`src/design/bsc_pkg.sv`:
```
package bsc_pkg;
    localparam int ADDR_W = 8;
    localparam logic [7:0] OFS_BUS_NUM = 8'h18;
    localparam logic [7:0] OFS_IO_STS = 8'h1c;
    localparam logic [7:0] OFS_BRIDGE_CTL = 8'h3c;
    localparam logic [7:0] OFS_IRQ_MASK = 8'h40;
    localparam int SUB_BUS_LSB = 16;
    localparam int SEC_LAT_LSB = 24;
    localparam int IO_BASE_CAP_LSB = 0;
    localparam int IO_BASE_LSB = 4;
    localparam int IO_LIMIT_CAP_LSB = 8;
    localparam int IO_LIMIT_LSB = 12;
    localparam int CAP_66MHZ_BIT = 21;
    localparam int FAST_B2B_BIT = 23;
    localparam int MDPE_BIT = 24;
    localparam int DEVSEL_LSB = 25;
    localparam int STA_BIT = 27;
    localparam int RTA_BIT = 28;
    localparam int RMA_BIT = 29;
    localparam int RSE_BIT = 30;
    localparam int DPE_BIT = 31;
    localparam int PAR_EN_BIT = 16;
    localparam logic [1:0] IO_CAP_32BIT = 2'h1;
    localparam logic [1:0] DEVSEL_MEDIUM = 2'h1;
    localparam logic [7:0] SUB_BUS_RST = 8'h00;
    localparam logic [7:0] SEC_LAT_RST = 8'h00;
    localparam logic [3:0] IO_BASE_RST = 4'h0;
    localparam logic [3:0] IO_LIMIT_RST = 4'h0;
    localparam logic [31:0] STICKY_MASK = 32'hf900_0000;
    localparam logic [31:0] STICKY_RST = 32'h0000_0000;
    localparam logic [31:0] IRQ_MASK_RST = 32'h0000_0000;
endpackage

```
`src/design/bsc_regs.sv`:
```
`timescale 1ns/1ps
// Overview of operation
// RULE_01 - subordinate bus number, eight bits RW at 23:16, reset zero.
// RULE_02 - secondary latency timer, eight bits RW at 31:24, reset zero.
// RULE_03 - io base bits 1:0 and limit bits 9:8 always read 01.
// RULE_04 - io base field bits 7:4, RW, reset zero.
// RULE_05 - io limit field bits 15:12, RW, reset zero, window top 0FFFh.
// RULE_06 - status bit 21 reads one: 66MHz capable.
// RULE_07 - status bit 23 reads one while secondary bus in PCI mode.
// RULE_08 - bit 24 set on read data parity error when enabled.
// RULE_09 - bit 24 set on parity pin seen during write, when enabled.
// RULE_10 - bit 24 set on split completion reporting write parity error.
// RULE_11 - devsel timing bits 26:25 read 01, medium decode.
// RULE_12 - bit 27 set when bridge signals target abort as target.
// RULE_13 - bit 28 set when bridge as initiator sees target abort.
// RULE_14 - bit 29 set on master abort on secondary.
// RULE_15 - bit 30 set when system error pin seen asserted.
// RULE_16 - bit 31 set on any address or data parity error, always.
// RULE_17 - bridge control bit 16 enables parity reporting into bit 24.
// RULE_18 - sticky flags stay set until written one; zero leaves them.
// RULE_19 - reserved bits read zero; writes to them do nothing.
module bsc_regs
    import bsc_pkg::*;
(
    input wire logic CLK,
    input wire logic NRST,
    input wire logic [ADDR_W-1:0] ADDR,
    input wire logic [31:0] WDATA,
    input wire logic WR,
    input wire logic RD,
    output logic [31:0] RDATA,
    input wire logic PCI_MODE,
    input wire logic RD_DATA_PERR,
    input wire logic WR_DATA_PHASE,
    input wire logic SECONDARY_PARITY_ERROR_PIN_N,
    input wire logic SPLIT_WR_PERR_MSG,
    input wire logic TGT_ABORT_SIGNALED,
    input wire logic TGT_ABORT_RECEIVED,
    input wire logic MASTER_ABORT_SEEN,
    input wire logic SYSTEM_ERROR_PIN_N,
    input wire logic ADDR_PERR,
    input wire logic DATA_PERR,
    output logic [7:0] SUB_BUS,
    output logic [7:0] SEC_LAT_TIMER,
    output logic [3:0] IO_BASE,
    output logic [3:0] IO_LIMIT,
    output logic PARITY_EN,
    output logic IRQ
);
    logic [7:0] sub_bus_q;
    logic [7:0] sec_lat_q;
    logic [3:0] io_base_q;
    logic [3:0] io_limit_q;
    logic par_en_q;
    logic [31:0] sticky_q;
    logic [31:0] sticky_d;
    logic [31:0] set_vec;
    logic [31:0] clr_vec;
    logic [31:0] mask_q;
    logic [31:0] rdata_q;
    logic [31:0] rd_val;
    logic [31:0] word_bus;
    logic [31:0] word_io;
    logic wr_bus;
    logic wr_io;
    logic wr_ctl;
    logic wr_mask;

    assign wr_bus = WR && (ADDR == OFS_BUS_NUM);
    assign wr_io = WR && (ADDR == OFS_IO_STS);
    assign wr_ctl = WR && (ADDR == OFS_BRIDGE_CTL);
    assign wr_mask = WR && (ADDR == OFS_IRQ_MASK);

    // RULE_01 subordinate bus field
    always_ff @(posedge CLK or negedge NRST)
    begin
        if (!NRST)
            sub_bus_q <= SUB_BUS_RST;
        else if (wr_bus)
            sub_bus_q <= WDATA[SUB_BUS_LSB +: 8];
    end

    // RULE_02 latency timer field
    // reset value is zero whatever the mode; only pci mode defines it
    always_ff @(posedge CLK or negedge NRST)
    begin
        if (!NRST)
            sec_lat_q <= SEC_LAT_RST;
        else if (wr_bus)
            sec_lat_q <= WDATA[SEC_LAT_LSB +: 8];
    end

    // RULE_04 io base field
    always_ff @(posedge CLK or negedge NRST)
    begin
        if (!NRST)
            io_base_q <= IO_BASE_RST;
        else if (wr_io)
            io_base_q <= WDATA[IO_BASE_LSB +: 4];
    end

    // RULE_05 io limit field
    always_ff @(posedge CLK or negedge NRST)
    begin
        if (!NRST)
            io_limit_q <= IO_LIMIT_RST;
        else if (wr_io)
            io_limit_q <= WDATA[IO_LIMIT_LSB +: 4];
    end

    // RULE_17 parity enable bit
    always_ff @(posedge CLK or negedge NRST)
    begin
        if (!NRST)
            par_en_q <= 1'b0;
        else if (wr_ctl)
            par_en_q <= WDATA[PAR_EN_BIT];
    end

    always_ff @(posedge CLK or negedge NRST)
    begin
        if (!NRST)
            mask_q <= IRQ_MASK_RST;
        else if (wr_mask)
            mask_q <= WDATA & STICKY_MASK;
    end

    // error event collection
    always_comb
    begin
        set_vec = 32'h0000_0000;
        // RULE_08 read parity error
        // RULE_09 parity pin during write
        // RULE_10 split completion report
        // RULE_17 gated by enable
        set_vec[MDPE_BIT] = par_en_q && (RD_DATA_PERR
            || (WR_DATA_PHASE && !SECONDARY_PARITY_ERROR_PIN_N)
            || SPLIT_WR_PERR_MSG);
        // RULE_12 signaled target abort
        set_vec[STA_BIT] = TGT_ABORT_SIGNALED;
        // RULE_13 received target abort
        set_vec[RTA_BIT] = TGT_ABORT_RECEIVED;
        // RULE_14 master abort seen
        set_vec[RMA_BIT] = MASTER_ABORT_SEEN;
        // RULE_15 system error pin
        set_vec[RSE_BIT] = !SYSTEM_ERROR_PIN_N;
        // RULE_16 ungated parity detect
        set_vec[DPE_BIT] = ADDR_PERR || DATA_PERR || RD_DATA_PERR;
    end

    assign clr_vec = wr_io ? (WDATA & STICKY_MASK) : 32'h0000_0000;

    // RULE_18 write one to clear
    // a new event in the clearing cycle wins, so no error is lost
    always_comb
    begin
        sticky_d = ((sticky_q & ~clr_vec) | set_vec) & STICKY_MASK;
    end

    always_ff @(posedge CLK or negedge NRST)
    begin
        if (!NRST)
            sticky_q <= STICKY_RST;
        else
            sticky_q <= sticky_d;
    end

    // read composition
    always_comb
    begin
        word_bus = 32'h0000_0000;
        word_bus[SUB_BUS_LSB +: 8] = sub_bus_q;
        word_bus[SEC_LAT_LSB +: 8] = sec_lat_q;
    end

    always_comb
    begin
        // RULE_19 reserved bits zero
        word_io = sticky_q;
        // RULE_03 32 bit io codes
        word_io[IO_BASE_CAP_LSB +: 2] = IO_CAP_32BIT;
        word_io[IO_LIMIT_CAP_LSB +: 2] = IO_CAP_32BIT;
        word_io[IO_BASE_LSB +: 4] = io_base_q;
        word_io[IO_LIMIT_LSB +: 4] = io_limit_q;
        // RULE_06 66MHz capable
        word_io[CAP_66MHZ_BIT] = 1'b1;
        // RULE_07 fast back to back
        word_io[FAST_B2B_BIT] = PCI_MODE;
        // RULE_11 medium devsel timing
        word_io[DEVSEL_LSB +: 2] = DEVSEL_MEDIUM;
    end

    // unmapped addresses read zero
    always_comb
    begin
        case (ADDR)
            OFS_BUS_NUM: rd_val = word_bus;
            OFS_IO_STS: rd_val = word_io;
            OFS_BRIDGE_CTL: rd_val = {15'h0000, par_en_q, 16'h0000};
            OFS_IRQ_MASK: rd_val = mask_q;
            default: rd_val = 32'h0000_0000;
        endcase
    end

    // data stands only in the cycle after the read strobe
    always_ff @(posedge CLK or negedge NRST)
    begin
        if (!NRST)
            rdata_q <= 32'h0000_0000;
        else if (RD)
            rdata_q <= rd_val;
        else
            rdata_q <= 32'h0000_0000;
    end

    assign RDATA = rdata_q;
    assign SUB_BUS = sub_bus_q;
    assign SEC_LAT_TIMER = sec_lat_q;
    assign IO_BASE = io_base_q;
    assign IO_LIMIT = io_limit_q;
    assign PARITY_EN = par_en_q;
    assign IRQ = |(sticky_q & mask_q);
endmodule

```
`config.mk`:
```
export PLATFORM = sky130hd
export DESIGN_NAME = bsc_regs
export DESIGN_NICKNAME = d
export VERILOG_FILES = /design/src/design/bsc_pkg.sv /design/src/design/bsc_regs.sv
export SDC_FILE = /design/constraint.sdc
export NUM_CORES = 1
export LEC_CHECK = 0
export ABC_AREA = 1
export BUFFER_PORTS_ARGS = -buffer_cell sky130_fd_sc_hd__buf_2
export CORE_AREA = 2 2 81 83
export DETAILED_ROUTE_END_ITERATION = 7
export DIE_AREA = 0 0 83 85
export PLACE_DENSITY = 0.77
export SLEW_MARGIN = 20
export SYNTH_ARGS = -nofsm -noshare
export SYNTH_HDL_FRONTEND = slang
export SYNTH_SLANG_ARGS = --single-unit
```
`constraint.sdc`:
```
create_clock -name CLK -period 2.5 [get_ports CLK]
set_input_delay 0.5 -clock CLK [delete_from_list [all_inputs] [get_ports CLK]]
set_output_delay 0.5 -clock CLK [all_outputs]
set_load 0.02 [all_outputs]
```
[Word level (Yosys, flattened, before mapping)]
Index checks and enable logic that the tools add are counted.
Word-level totals
  output and inout bits: 58
  word-level logic and storage cells: 32
  input port bits: 55
  register bits after elaboration: 69
Operators by class
  mux-type cells: 3
  reduce and logical (&&, ||, !) cells: 13
  eq/ne operators: 4
  bitwise operators: 4
Operator list (count)
  $pmux W32 S4: 1
  $and A32 B32 Y32: 2
  $mux W32: 2
  $not A32 Y32: 1
  $or A32 B32 Y32: 1
  $reduce_or A32 Y1: 1
  $eq A8 B5 Y1 const B: 2
  $eq A8 B6 Y1 const B: 1
  $eq A8 B7 Y1 const B: 1
  $logic_and A1 B1 Y1: 6
  $logic_or A1 B1 Y1: 4
  $logic_not A1 Y1: 2

[Depth between registers and ports, before layout]
  word-level depth: 6
  gate-level depth with buffers: 8
  mapped depth without buffers: 8

[Worst setup path after synthesis]
Ideal clock, no wire load.
  kind: input port to flip-flop
  start: input ADDR[1]
  end: register sticky_q[28]
  required time: 2.381 ns
  slack: 1.093 ns
  path buffers: 1
  library setup time: 0.119 ns
  cell stages on the path: 7
  data arrival time: 1.288 ns
  cells stage by stage: nor2_1 > nand2_1 > nor2_4 > nand2_2 > buf_6 > o21ai_2 > nand2_1
On the way
  word-level cells in the longest chain between the ends: 6
RTL lines
  from (decl): RTL line bsc_regs.sv:27  | input wire logic [ADDR_W-1:0] ADDR,
  $eq A8 B5 Y1: RTL line bsc_regs.sv:70  | assign wr_io = WR && (ADDR == OFS_IO_STS);
  $logic_and A1 B1 Y1: RTL line bsc_regs.sv:70
  $mux W32: RTL line bsc_regs.sv:151  | assign clr_vec = wr_io ? (WDATA & STICKY_MASK) : 32'h0000_0000;
  $not A32 Y32: RTL line bsc_regs.sv:157  | sticky_d = ((sticky_q & ~clr_vec) | set_vec) & STICKY_MASK;
  $and A32 B32 Y32: RTL line bsc_regs.sv:157
  $or A32 B32 Y32: RTL line bsc_regs.sv:157
  via sticky_d[28]: RTL line bsc_regs.sv:56  | logic [31:0] sticky_d;
  to (signal assigned): RTL line bsc_regs.sv:165  | sticky_q <= sticky_d;
  to (decl): RTL line bsc_regs.sv:55  | logic [31:0] sticky_q;
The timed path passes the listed nets, and every way through them passes these cells.
A chain may end at the register's enable or synchronous reset.

[Worst setup path after layout]
  start: register sticky_q[29]
  end: output IRQ
On the way
  word-level cells in the longest chain between the ends: 2
RTL lines
  $and A32 B32 Y32: RTL line bsc_regs.sv:222  | assign IRQ = |(sticky_q & mask_q);
  $reduce_or A32 Y1: RTL line bsc_regs.sv:222
  to (decl): RTL line bsc_regs.sv:48  | output logic IRQ
Every way passes these cells.

==> impl_metrics.json <==
{
  "fin_crit_ns": 1.85,
  "synth_cell_type_count": 25,
  "cts-root-buf": "clkbuf_8",
  "multi_input_area_sq_um": 878,
  "rsz0062_at_grt": "false",
  "grt_use_total": 0.175,
  "n_fill_cell": 579,
  "io_buffers": 98,
  "grt_pass1_wl_mm": 9.74,
  "routabilityCongestion": 0.817,
  "drc": 0,
  "routed-via-count": 2181,
  "dp_hpwl_mm": 4.27,
  "critical-path-max-stage-delay_ns": 0.41,
  "status": "complete, no violations",
  "grt_remaining_overflow": 0,
  "finalPower_mw": 2.24,
  "cts_hold_buf": 0,
  "yosysTopAreaCell": "dfrtp_1",
  "post_cts_buffers": 0,
  "path_clk_slew_ns": 0.07,
  "synth_area_sq_mm": 0.00269,
  "finalHoldViolations": 0,
  "drt-wirelength-per-cell_microns": 12.1,
  "yosys_warnings": 0,
  "max-vdd-ir-drop_mv": 0.377,
  "ys_seq_area_frac": 0.576,
  "finalInstanceArea_sq_mm": 0.00340,
  "cts_tree": "done",
  "cp_top_family": "flip-flops",
  "period_share": 0.741,
  "drt_first_pass_iters": 4,
  "register_area_sq_mm": 0.00155,
  "core_sq_mm": 0.00620,
  "synthCells": 297,
  "grt_pass1_vias": 2101,
  "cp_data_required_time_ns": 2.00,
  "maxSlewHeadroom": 0.489,
  "die_width_microns": 83,
  "powerDensity_mw_per_mm2": 658,
  "die_area_sq_mm": 0.00706,
  "yosys.area.top_type_share": 0.576,
  "crit_path_top_delay_cell": "dfrtp_1",
  "rows": 29,
  "cts_buffer_depth": 2,
  "max_freq_mhz": 540,
  "placed_area_sq_mm": 0.00319,
  "avgSynthCellArea_sq_um": 9.07,
  "cts_resized": 0,
  "cp.arrival_ns": 1.35,
  "totalWireLength_mm": 5.80,
  "synth_seq_cells": 62,
  "cp_cell_sequence": "a22o_1, a21oi_1, nand2_1, buf_2",
  "viasPerCell": 4.54,
  "crit_start": "sticky_q[29]",
  "critPathCaptureType": "output port",
  "drive_gt1_frac": 0.340,
  "syn_to_final_growth_pct": 26.3,
  "crit_buf_inv": 1,
  "cp-start-kind": "register",
  "io_pins": 113,
  "drt_iter0_drc": 96,
  "numCtsBuffers": 9,
  "hp-class": "in -> async",
  "start_util": 0.434,
  "fin_cells": 480,
  "tightest_slew_ns": 0.766,
  "setup_viol": 0,
  "postRouteAntennaNets": 0,
  "crit_type": "reg -> out",
  "maxSlewViolCount": 0,
  "regToRegStartpoint": "sticky_q[28]",
  "drv_cap": 0,
  "fin_worst_skew_ns": 0.00484,
  "ys_top_cells_by_area": "dfrtp_1 58%, nand2_1 8.6%, nor2_1 6.7%, inv_1 6.0%, o21ai_0 3.5%",
  "clock_latency_ns": 0.33,
  "dpl.cell_count": 464,
  "grt_antenna_before_repair": 0,
  "cts.htree.levels": 3,
  "die_h_microns": 85,
  "finalSetupTns_ns": 0,
  "cellLeakagePower_nw": 1.95,
  "critPathMaxFanout": 3,
  "grt_max_degree": 63,
  "antenna_cells": 0,
  "cts_num_sinks": 62,
  "finalNetCount": 453
}
## synth_stat cells, drive strengths merged
| cell | number |
|---|---|
| a21oi | 10 |
| nand3 | 8 |
| conb | 1 |
| nand2 | 67 |
| buf | 14 |
| o21ai | 29 |
| a22o | 2 |
| nor2 | 54 |
| and2 | 1 |
| nor3 | 1 |
| a21boi | 1 |
| inv | 44 |
| o31ai | 1 |
| dfrtp | 62 |
| o21a | 2 |
## per-layer routing
| metal | GRT usage | share of wire | vias up | routed length (microns) |
|---|---|---|---|---|
| met5 | 0 | 0 | - | 0 |
| met4 | 0.0984 | 0.026 | 0 | 148 |
| met3 | 0.0350 | 0.049 | 12 | 283 |
| met2 | 0.292 | 0.49 | 67 | 2850 |
| met1 | 0.214 | 0.43 | 1007 | 2520 |
| li1 | - | - | 1095 | - |
## worst register-to-register path: cells and delay by family, from the launching register on
kind / cells / cell delay [ns]
flip-flops: 1 / 0.41
AND/OR/NAND/NOR: 3 / 0.36
## report_power, final
| group | switching, mW | total [mW] | leakage [nW] | internal [mW] |
|---|---|---|---|---|
| Combinational | 0.147 | 0.223 | 1.11 | 0.0766 |
| Sequential | 0.0253 | 1.07 | 0.735 | 1.04 |
| Clock | 0.388 | 0.947 | 0.106 | 0.560 |
## metrics by stage
step                worst slack, ns  utilization  hold slack, ns
global route                  0.579        0.548           0.324
CTS                           0.625        0.548           0.323
global placement              0.636        0.514           0.488
finish                        0.649        0.548           0.314
detailed placement            0.565        0.514           0.497
floorplan                      1.09            -           0.204
## kinds of logic after synthesis
group                  synth area share
and+or+nand+nor                   0.212
AOI/OAI and AO/OA                 0.105
other                           0.00139
DFF                               0.576
buffers and inverters             0.105
## flip-flops by register name (all words and copies together) (netlist names)
name	flops
sticky_q	6
SUB_BUS	8
RDATA	25
IO_LIMIT	4
mask_q	6
PARITY_EN	1
IO_BASE	4
SEC_LAT_TIMER	8
## final timing paths
path / endpoint / slack, ns / cells past startpoint
setup / recovery: IRQ / 0.65 / 4
hold / removal: RDATA[8] / 0.31 / 2
setup reg to reg: RDATA[28] / 1.62 / 3
hold reg to reg: RDATA[17] / 0.51 / 2
max in group asynchronous: SUB_BUS[7] / 1.67 / 2
min in group CLK: sticky_q[30] / 0.33 / 2
## final cells by class
cell class                 instances  area share
multi-input combinational        182       0.258
timing repair buffer              99       0.146
tap                               77      0.0283
clock buffer                      10      0.0375
sequential                        62       0.456
clock inverter                     6      0.0254
inverter                          44      0.0485
## layout by cell type, fill, tap and decap left out
cell type	instances
nor2_4	4
buf_2	98
nor2_2	1
nand2_1	62
inv_1	43
buf_4	1
clkinvlp_4	1
clkbuf_8	9
dfrtp_1	62
and2_1	1
inv_2	1
a21boi_0	1
nor3_1	1
o21ai_2	10
o21ai_0	19
o31ai_1	1
a21oi_1	9
clkinv_4	1
o21a_1	2
bufinv_16	2
clkinv_2	2
nand2_4	1
nand2_2	4
a22o_1	2
nor2_8	1
clkbuf_1	1
conb_1	6
nor2_1	48
nand3_1	8
a21oi_2	1
Power figures use the tool's default switching activity.
